[src/pkg/wiper_pkg.sv]
// Summary of operation
// - shift read data out on falling clock
// - sample serial input on rising clock
// - pause input freezes sequence, state kept
// - deselected: output high impedance, standby once no preset write is running
// - ignore all until first select falling edge
// - write lock low blocks preset writes
// - serial output three-state unless reading
// - wiper value decoded one-hot to 256 taps
// - wiper loads: serial, preset, step, power-up
// - power-up loads wiper from preset zero
// - four 8-bit presets per wiper, transferable
// - preset write completes within 10 ms
// - read-only write-in-progress flag
// - first byte upper nibble is type code
// - execute only on full address match
// - second byte: opcode, preset select, wiper
// - opcode decode table
// - step mode moves wiper per clock pulse
package wiper_pkg;
    localparam logic [3:0] TYPE_CODE = 4'ha; // arbitrary value
    localparam logic [3:0] OP_RD_WIPER = 4'h9;
    localparam logic [3:0] OP_WR_WIPER = 4'ha;
    localparam logic [3:0] OP_RD_PRESET = 4'hb;
    localparam logic [3:0] OP_WR_PRESET = 4'hc;
    localparam logic [3:0] OP_PRESET_TO_WIPER = 4'hd;
    localparam logic [3:0] OP_WIPER_TO_PRESET = 4'he;
    localparam logic [3:0] OP_ALL_PRESET_TO_WIPER = 4'h1;
    localparam logic [3:0] OP_ALL_WIPER_TO_PRESET = 4'h8;
    localparam logic [3:0] OP_STEP = 4'h2;
    localparam logic [3:0] OP_RD_STATUS = 4'h5;
    localparam int NV_WRITE_MS = 10;
    localparam int CLK_MHZ = 125;
    localparam int NV_WRITE_CYCLES = NV_WRITE_MS * 1000 * CLK_MHZ;
    localparam logic [7:0] PRESET_RESET = 8'h80;
    typedef enum logic [4:0] {
        ST_IDLE = 5'h01,
        ST_ID = 5'h02,
        ST_INSTR = 5'h04,
        ST_DATA = 5'h08,
        ST_IGNORE = 5'h10
    } seq_t;
endpackage

[src/hw/tap_decoder.sv]
`timescale 1ns/1ps
`default_nettype none
module tap_decoder (
    input wire logic mclk,
    input wire logic reset_n,
    input wire logic [7:0] position,
    output logic [255:0] taps
);
    always_ff @(posedge mclk) begin
        if (!reset_n) begin
            taps <= 256'h0;
        end else begin
            taps <= 256'h1 << position;
        end
    end
    taps_onehot_a: assert property (@(posedge mclk) disable iff (!reset_n)
        $past(reset_n) |-> $onehot(taps))
        else $error("tap enables not one-hot");
endmodule
`default_nettype wire

[src/hw/dual_wiper_serial_control.sv]
`timescale 1ns/1ps
`default_nettype none
module dual_wiper_serial_control #(
    parameter int NV_WRITE_CYCLES = wiper_pkg::NV_WRITE_CYCLES
) (
    input wire logic mclk,
    input wire logic reset_n,
    input wire logic cs_n,
    input wire logic sck,
    input wire logic si,
    input wire logic hold_n,
    input wire logic wp_n,
    input wire logic addr_strap_low,
    input wire logic addr_strap_high,
    input wire logic [1:0] addr_strap_upper,
    output logic so,
    output logic so_oe,
    output logic write_in_progress_flag,
    output logic active,
    output logic [255:0] taps0,
    output logic [255:0] taps1
);
    ////////////////////////////////////////////////////////////////
    // synchronisers
    logic [1:0] cs_s, sck_s, si_s, hold_s, wp_s;
    logic sck_d1, cs_d1;
    logic [3:0] strap_s0, strap_s1;
    always_ff @(posedge mclk) begin
        if (!reset_n) begin
            // select held low through reset must not look like an edge
            cs_s <= 2'h0;
            sck_s <= 2'h0;
            si_s <= 2'h0;
            hold_s <= 2'h3;
            wp_s <= 2'h0;
            sck_d1 <= 1'b0;
            cs_d1 <= 1'b0;
            strap_s0 <= 4'h0;
            strap_s1 <= 4'h0;
        end else begin
            cs_s <= {cs_s[0], cs_n};
            sck_s <= {sck_s[0], sck};
            si_s <= {si_s[0], si};
            hold_s <= {hold_s[0], hold_n};
            wp_s <= {wp_s[0], wp_n};
            sck_d1 <= sck_s[1];
            cs_d1 <= cs_s[1];
            strap_s0 <= {addr_strap_upper, addr_strap_high, addr_strap_low};
            strap_s1 <= strap_s0;
        end
    end
    wire logic cs_low = !cs_s[1];
    wire logic cs_fall = cs_d1 && !cs_s[1];
    // hold only changes while sck is low, so gating edges is enough
    wire logic run = cs_low && hold_s[1];
    wire logic sck_rise = run && sck_s[1] && !sck_d1;
    wire logic sck_fall = run && !sck_s[1] && sck_d1;

    ////////////////////////////////////////////////////////////////
    // sequence
    wiper_pkg::seq_t state_q;
    logic armed_q;
    logic [7:0] shift_q;
    logic [2:0] bit_q;
    logic [3:0] op_q;
    logic [1:0] sel_q;
    logic wsel_q;
    logic stepping_q;
    logic [7:0] out_q;
    logic reading_q;
    logic [7:0] wiper_q [2];
    logic [7:0] preset_q [2][4];
    logic [31:0] nv_cnt_q;
    logic recall_q;
    wire logic [7:0] byte_in = {shift_q[6:0], si_s[1]};
    wire logic byte_done = sck_rise && (bit_q == 3'h7);
    wire logic [3:0] addr_in = strap_s1;
    wire logic [3:0] iop = byte_in[7:4];
    wire logic nv_ok = wp_s[1] && (nv_cnt_q == 32'h0);

    always_ff @(posedge mclk) begin
        if (!reset_n) begin
            armed_q <= 1'b0;
        end else if (cs_fall) begin
            armed_q <= 1'b1;
        end
    end

    always_ff @(posedge mclk) begin
        if (!reset_n) begin
            state_q <= wiper_pkg::ST_IDLE;
            shift_q <= 8'h0;
            bit_q <= 3'h0;
            op_q <= 4'h0;
            sel_q <= 2'h0;
            wsel_q <= 1'b0;
            stepping_q <= 1'b0;
        end else if (!cs_low) begin
            state_q <= wiper_pkg::ST_IDLE;
            bit_q <= 3'h0;
            stepping_q <= 1'b0;
        end else begin
            case (state_q)
                wiper_pkg::ST_IDLE: begin
                    if (armed_q || cs_fall) begin
                        state_q <= wiper_pkg::ST_ID;
                    end
                end
                wiper_pkg::ST_ID, wiper_pkg::ST_INSTR, wiper_pkg::ST_DATA: begin
                    if (sck_rise && !stepping_q) begin
                        shift_q <= byte_in;
                        bit_q <= bit_q + 3'h1;
                    end
                    if (byte_done && !stepping_q) begin
                        if (state_q == wiper_pkg::ST_ID) begin
                            if (byte_in[7:4] == wiper_pkg::TYPE_CODE
                                && byte_in[3:0] == addr_in) begin
                                state_q <= wiper_pkg::ST_INSTR;
                            end else begin
                                state_q <= wiper_pkg::ST_IGNORE;
                            end
                        end else if (state_q == wiper_pkg::ST_INSTR) begin
                            op_q <= iop;
                            sel_q <= byte_in[3:2];
                            wsel_q <= byte_in[0];
                            state_q <= wiper_pkg::ST_DATA;
                            stepping_q <= (iop == wiper_pkg::OP_STEP);
                        end
                    end
                end
                wiper_pkg::ST_IGNORE: begin
                    state_q <= wiper_pkg::ST_IGNORE;
                end
                default: begin
                    state_q <= wiper_pkg::ST_IDLE;
                end
            endcase
        end
    end

    ////////////////////////////////////////////////////////////////
    // register actions
    wire logic instr_done = (state_q == wiper_pkg::ST_INSTR) && byte_done;
    wire logic data_done = (state_q == wiper_pkg::ST_DATA) && byte_done && !stepping_q;
    wire logic [1:0] isel = byte_in[3:2];
    wire logic iw = byte_in[0];
    logic nv_start;
    always_comb begin
        nv_start = 1'b0;
        if (nv_ok && instr_done && iop == wiper_pkg::OP_WIPER_TO_PRESET) begin
            nv_start = 1'b1;
        end
        if (nv_ok && instr_done && iop == wiper_pkg::OP_ALL_WIPER_TO_PRESET) begin
            nv_start = 1'b1;
        end
        if (nv_ok && data_done && op_q == wiper_pkg::OP_WR_PRESET) begin
            nv_start = 1'b1;
        end
    end

    always_ff @(posedge mclk) begin
        if (!reset_n) begin
            recall_q <= 1'b1;
            for (int w = 0; w < 2; w++) begin
                wiper_q[w] <= 8'h0;
            end
        end else if (recall_q) begin
            recall_q <= 1'b0;
            for (int w = 0; w < 2; w++) begin
                wiper_q[w] <= preset_q[w][0];
            end
        end else if (instr_done && iop == wiper_pkg::OP_PRESET_TO_WIPER) begin
            wiper_q[iw] <= preset_q[iw][isel];
        end else if (instr_done && iop == wiper_pkg::OP_ALL_PRESET_TO_WIPER) begin
            for (int w = 0; w < 2; w++) begin
                wiper_q[w] <= preset_q[w][isel];
            end
        end else if (data_done && op_q == wiper_pkg::OP_WR_WIPER) begin
            wiper_q[wsel_q] <= byte_in;
        end else if (stepping_q && sck_rise) begin
            if (si_s[1] && wiper_q[wsel_q] != 8'hff) begin
                wiper_q[wsel_q] <= wiper_q[wsel_q] + 8'h1;
            end else if (!si_s[1] && wiper_q[wsel_q] != 8'h00) begin
                wiper_q[wsel_q] <= wiper_q[wsel_q] - 8'h1;
            end
        end
    end

    // preset array; reset stands in for the stored nonvolatile content
    always_ff @(posedge mclk) begin
        if (!reset_n) begin
            for (int w = 0; w < 2; w++) begin
                for (int r = 0; r < 4; r++) begin
                    preset_q[w][r] <= wiper_pkg::PRESET_RESET;
                end
            end
        end else if (nv_ok && instr_done && iop == wiper_pkg::OP_WIPER_TO_PRESET) begin
            preset_q[iw][isel] <= wiper_q[iw];
        end else if (nv_ok && instr_done && iop == wiper_pkg::OP_ALL_WIPER_TO_PRESET) begin
            for (int w = 0; w < 2; w++) begin
                preset_q[w][isel] <= wiper_q[w];
            end
        end else if (nv_ok && data_done && op_q == wiper_pkg::OP_WR_PRESET) begin
            preset_q[wsel_q][sel_q] <= byte_in;
        end
    end

    always_ff @(posedge mclk) begin
        if (!reset_n) begin
            nv_cnt_q <= 32'h0;
            write_in_progress_flag <= 1'b0;
        end else begin
            if (nv_start) begin
                nv_cnt_q <= 32'(NV_WRITE_CYCLES);
            end else if (nv_cnt_q != 32'h0) begin
                nv_cnt_q <= nv_cnt_q - 32'h1;
            end
            write_in_progress_flag <= nv_start || (nv_cnt_q > 32'h1);
        end
    end

    ////////////////////////////////////////////////////////////////
    // read path
    always_ff @(posedge mclk) begin
        if (!reset_n) begin
            out_q <= 8'h0;
            reading_q <= 1'b0;
            so <= 1'b0;
            so_oe <= 1'b0;
            active <= 1'b0;
        end else begin
            active <= cs_low || (nv_cnt_q != 32'h0);
            if (!cs_low || state_q == wiper_pkg::ST_IGNORE) begin
                reading_q <= 1'b0;
                so_oe <= 1'b0;
            end else if (instr_done) begin
                reading_q <= (iop == wiper_pkg::OP_RD_WIPER)
                    || (iop == wiper_pkg::OP_RD_PRESET)
                    || (iop == wiper_pkg::OP_RD_STATUS);
                case (iop)
                    wiper_pkg::OP_RD_WIPER: out_q <= wiper_q[iw];
                    wiper_pkg::OP_RD_PRESET: out_q <= preset_q[iw][isel];
                    default: out_q <= {7'h0, write_in_progress_flag};
                endcase
            end else if (reading_q && sck_fall) begin
                so <= out_q[7];
                so_oe <= 1'b1;
                out_q <= {out_q[6:0], 1'b0};
            end else if (data_done) begin
                reading_q <= 1'b0;
            end else if (!reading_q && sck_fall) begin
                so_oe <= 1'b0;
            end
        end
    end

    tap_decoder u_tap0 (
        .mclk(mclk),
        .reset_n(reset_n),
        .position(wiper_q[0]),
        .taps(taps0)
    );
    tap_decoder u_tap1 (
        .mclk(mclk),
        .reset_n(reset_n),
        .position(wiper_q[1]),
        .taps(taps1)
    );

    ////////////////////////////////////////////////////////////////
    // checks
    so_off_deselect_a: assert property (@(posedge mclk) disable iff (!reset_n)
        cs_s[1] |=> !so_oe)
        else $error("serial output driven while deselected");
    no_start_unarmed_a: assert property (@(posedge mclk) disable iff (!reset_n)
        !armed_q && !cs_fall |=> state_q == wiper_pkg::ST_IDLE)
        else $error("sequence started before select edge");
    lock_blocks_nv_a: assert property (@(posedge mclk) disable iff (!reset_n)
        !wp_s[1] |-> !nv_start)
        else $error("nv write under write lock");
    wip_follows_a: assert property (@(posedge mclk) disable iff (!reset_n)
        nv_start |=> write_in_progress_flag)
        else $error("busy flag not raised");
    ignore_sticks_a: assert property (@(posedge mclk) disable iff (!reset_n)
        state_q == wiper_pkg::ST_IGNORE && cs_low |=> state_q == wiper_pkg::ST_IGNORE)
        else $error("ignored frame resumed");
    ignore_quiet_a: assert property (@(posedge mclk) disable iff (!reset_n)
        state_q == wiper_pkg::ST_IGNORE |=> !so_oe)
        else $error("output driven in ignored frame");
    hold_freeze_a: assert property (@(posedge mclk) disable iff (!reset_n)
        cs_low && !hold_s[1] |=> $stable(bit_q))
        else $error("bit count moved during pause");
    recall_load_a: assert property (@(posedge mclk) disable iff (!reset_n)
        recall_q |=> wiper_q[0] == $past(preset_q[0][0]))
        else $error("power-up recall wrong");
    step_up_a: assert property (@(posedge mclk) disable iff (!reset_n)
        stepping_q && sck_rise && si_s[1] && wiper_q[0] != 8'hff && !wsel_q && !recall_q
        |=> wiper_q[0] == $past(wiper_q[0]) + 8'h1)
        else $error("step up failed");
    so_on_fall_a: assert property (@(posedge mclk) disable iff (!reset_n)
        $rose(so_oe) |-> $past(sck_fall))
        else $error("output not on falling edge");
    read_cover_c: cover property (@(posedge mclk) disable iff (!reset_n) $rose(so_oe));
    nv_cover_c: cover property (@(posedge mclk) disable iff (!reset_n) nv_start);
    step_cover_c: cover property (@(posedge mclk) disable iff (!reset_n) stepping_q && sck_rise);
endmodule
`default_nettype wire

[config.mk]
export PLATFORM = sky130hd
export DESIGN_NAME = dual_wiper_serial_control
export DESIGN_NICKNAME = d
export VERILOG_FILES = /design/src/pkg/wiper_pkg.sv /design/src/hw/tap_decoder.sv /design/src/hw/dual_wiper_serial_control.sv
export SDC_FILE = /design/constraint.sdc
export NUM_CORES = 1
export LEC_CHECK = 0
export BUFFER_PORTS_ARGS = -buffer_cell sky130_fd_sc_hd__buf_2
export CELL_PAD_IN_SITES_DETAIL_PLACEMENT = 1
export CELL_PAD_IN_SITES_GLOBAL_PLACEMENT = 1
export CORE_UTILIZATION = 36
export CTS_CLUSTER_DIAMETER = 80
export DETAILED_ROUTE_END_ITERATION = 7
export PLACE_DENSITY = 0.75
export REMOVE_ABC_BUFFERS = 1
export SKIP_CTS_REPAIR_TIMING = 1
export SYNTH_ARGS = -nofsm -noshare
export SYNTH_HDL_FRONTEND = slang
export SYNTH_SLANG_ARGS = --single-unit
[constraint.sdc]
create_clock -name mclk -period 3.5 [get_ports mclk]
set_input_delay 0.7 -clock mclk [delete_from_list [all_inputs] [get_ports mclk]]
set_output_delay 0.7 -clock mclk [all_outputs]
set_load 0.01 [all_outputs]
==> flow_summary.ini <==
[routing]
firstDrtPassIters = 5
viasPerCell = 5.074
drt_iter0_markers = 1031
drtAntennaViolNets = 0
wirelength_mm = 77.32
drc = 0
vias = 18270
wire_per_inst_um = 21.47

[power]
ir_drop_mv = 0.4650
cellPowerDensity_mw_per_mm2 = 640.3
leakage_nw = 12.29
power_mw = 18.23

[grt]
grt_max_degree = 38
grt_use_total_pct = 24.06
grt_overflow = 0
grt_pass1_vias = 18870
antenna_found_initial = 0
grt_pass1_wl_mm = 115.6

[setup_path]
slowest_delay_ps = 590
crit_type = flop to flop
r2r-start = nv_cnt_q[23]$_SDFFE_PP0P_
cp_slowest_cell = or4_4
startpoint_type = flop
worstPathRequired_ps = 3770
critPathTopFamily = simple AND/OR/NAND/NOR gates
crit_chain = or4_4, nand2b_1, or3_1, nor3_1, a21o_1, nand2b_1, nand3b_1
path_max_fanout = 9
regToRegSetupSlack_ps = 240
crit_path_frequent_cell = nand2b_1
reg2reg_depth = 7
reg2reg_to = preset_q[0][27]$_DFFE_PP_
crit_buf_inv = 0
end_kind = flop
arrival_ps = 3530

[layout]
antenna_cells = 0
final_area_mm2 = 0.02847
syn2layout_area_growth_pct = 27.86
layout-drive-gt1-share_pct = 27.03
fin_cells = 3601
regArea_mm2 = 0.01449
fill_cells = 6858
nets = 2783
multi_input_area_mm2 = 0.007301

[die]
die_width_um = 250.7
top_level_ports = 527
rows = 90
core_mm2 = 0.06070
start_util_pct = 36.69
fp.dieH_um = 250.7
dieArea_mm2 = 0.06286

[synth]
synth_cells = 2203
ys_types = 71
synth_flop_cell = dfxtp_1
synth_top_area_share_pct = 54.30
postSynthAreaPerCell_um2 = 10.11
ys_seq_elements = 684
synth_most_common_cell = nor2_1
syn_area_mm2 = 0.02227
async_flop_share_pct = 0
synth_largest_area_cell = dfxtp_1
synth_commonest_cells = nor2_1 (649), dfxtp_1 (604), nand2_1 (191)
synth-edff-count = 80
ys_seq_area_share_pct = 65.08
ys_warn_count = 0
ys_top_cells_by_area = dfxtp_1 (54%), nor2_1 (11%), edfxtp_1 (11%)

[hold_path]
hp-start = hold_n
hold_path.class = primary input to flop
holdPathEnd = hold_s[0]$_SDFF_PN1_
whs_path_depth = 2

[placement]
numPortBuffers = 526
pre_cts_slack_ps = 221.9
hpwl_mm = 57.02
gp_congestion = 0.9555
placed_cells = 3471
place_area_mm2 = 0.02600

[timing]
period_share_pct = 93.24
fin_setup_tns_ps = 0
hold_viol = 0
rsz0062_at_grt = no
max_freq_mhz = 306.4
setup_ws_ps = 236.5
worst_pin_slew_ps = 967.2
maxSlewHeadroom_pct = 34.50
fin_crit_ps = 3263
fin_worst_skew_ps = 21.91
setup_viol = 0
slew_violations = 0

[clock_network]
cts_buffer_depth = 3
tritoncts = done
path_clk_slew_ps = 60
cts_made_buffers = 73
cts-root-buf = clkbuf_16
h-tree-depth = 3
cts_sinks = 684
clk_latency_ps = 610

[outcome]
status = finished, final reports clean

[flow_run]
max_cap_violations = 0
-- through the flow --
stage / util [%] / hold WS [ps]
finish: 46.91 / 278.1
global route: 46.91 / 259.1
CTS: 46.91 / 250.7
detailed placement: 42.83 / 416.2
global placement: 42.83 / 406.4
floorplan: - / 386.3
-- placed cells by master (no fill, tap or decap), types with 6 or more instances in the layout --
master and n:
edfxtp_1 80, nor2b_1 20, nand4_1 11, a211oi_1 13, a22oi_1 16, nand2b_1 25
inv_1 16, nand2_1 191, or2_2 14, xnor2_1 22, and3_1 8, nor4_1 16
a21oi_1 29, nor3_1 29, nand3b_1 9, nor3b_1 6, clkinv_2 11, xor2_1 17
o22ai_1 20, dfxtp_1 604, nor2_1 649, mux4_2 16, or3_1 22, o21ai_0 52
and2_1 24, mux2i_1 52, buf_2 526, clkbuf_8 15, clkbuf_1 13, nand3_1 35
ha_1 8, mux2_2 8, clkbuf_16 76, buf_4 71
-- area by class of cell --
class / count / share of cell area [%]
sequential: 684 / 50.90
multi-input combinational: 1391 / 25.64
timing repair buffer: 597 / 11.12
clock buffer: 105 / 7.593
tap: 782 / 3.436
clock inverter: 25 / 1.090
inverter: 17 / 0.2241
-- power by group --
group	internal (mW)	switching [mW]
Combinational	0.684	1.25
Clock	4.69	3.21
Sequential	8.18	0.228
-- metal layers --
| layer | vias to the layer above | wire, µm | GRT usage [%] |
|---|---|---|---|
| met4 | 0 | 3268 | 10.90 |
| met2 | 587 | 39060 | 42.60 |
| met1 | 9098 | 31070 | 28.18 |
| met5 | - | 0 | 0 |
| li1 | 8414 | - | - |
| met3 | 174 | 3931 | 4.396 |
-- how the worst max path moves through the flow --
stage                                     to                      start  slack (ps)  cells past startpoint
5_1_grt        preset_q[1][20]$_SDFFCE_PN0P_      bit_q[1]$_SDFFE_PP0P_          40                      9
3_3_place_gp         wiper_q[0][5]$_DFFE_PP_                       flop         360                      8
2_1_floorplan   preset_q[1][0]$_SDFFCE_PN0P_        sck_s[1]$_SDFF_PN0_         300                      7
3_5_place_dp         wiper_q[0][5]$_DFFE_PP_                    reset_n         220                      7
4_1_cts            preset_q[0][28]$_DFFE_PP_  nv_cnt_q[23]$_SDFFE_PP0P_         270                      7
6_report           preset_q[0][27]$_DFFE_PP_  nv_cnt_q[23]$_SDFFE_PP0P_         240                      7
-- cell families (layout without fill, tap and decap cells) --
kind of cell | count (synthesis) | in the layout | share of synthesized area [%]
fa+ha+maj | 8 | 8 | 0.4495
xor+xnor | 39 | 39 | 1.534
flops | 684 | 684 | 65.08
simple gates | 1092 | 1092 | 21.33
buf+inv | 128 | 744 | 2.185
compound gates | 176 | 176 | 5.057
mux | 76 | 76 | 4.360
-- sequential cells by signal, summed over array words and instances, names as in the netlist, 3 cells and up, named ones only --
name / flops
u_tap0.taps: 256
bit_q: 3
op_q: 4
out_q: 8
u_tap1.taps: 256
strap_s0: 4
shift_q: 7
preset_q: 64
addr_in: 4
wiper_q: 16
state_q: 5
nv_cnt_q: 32
Note: power is estimated with default switching activity, not from simulation.
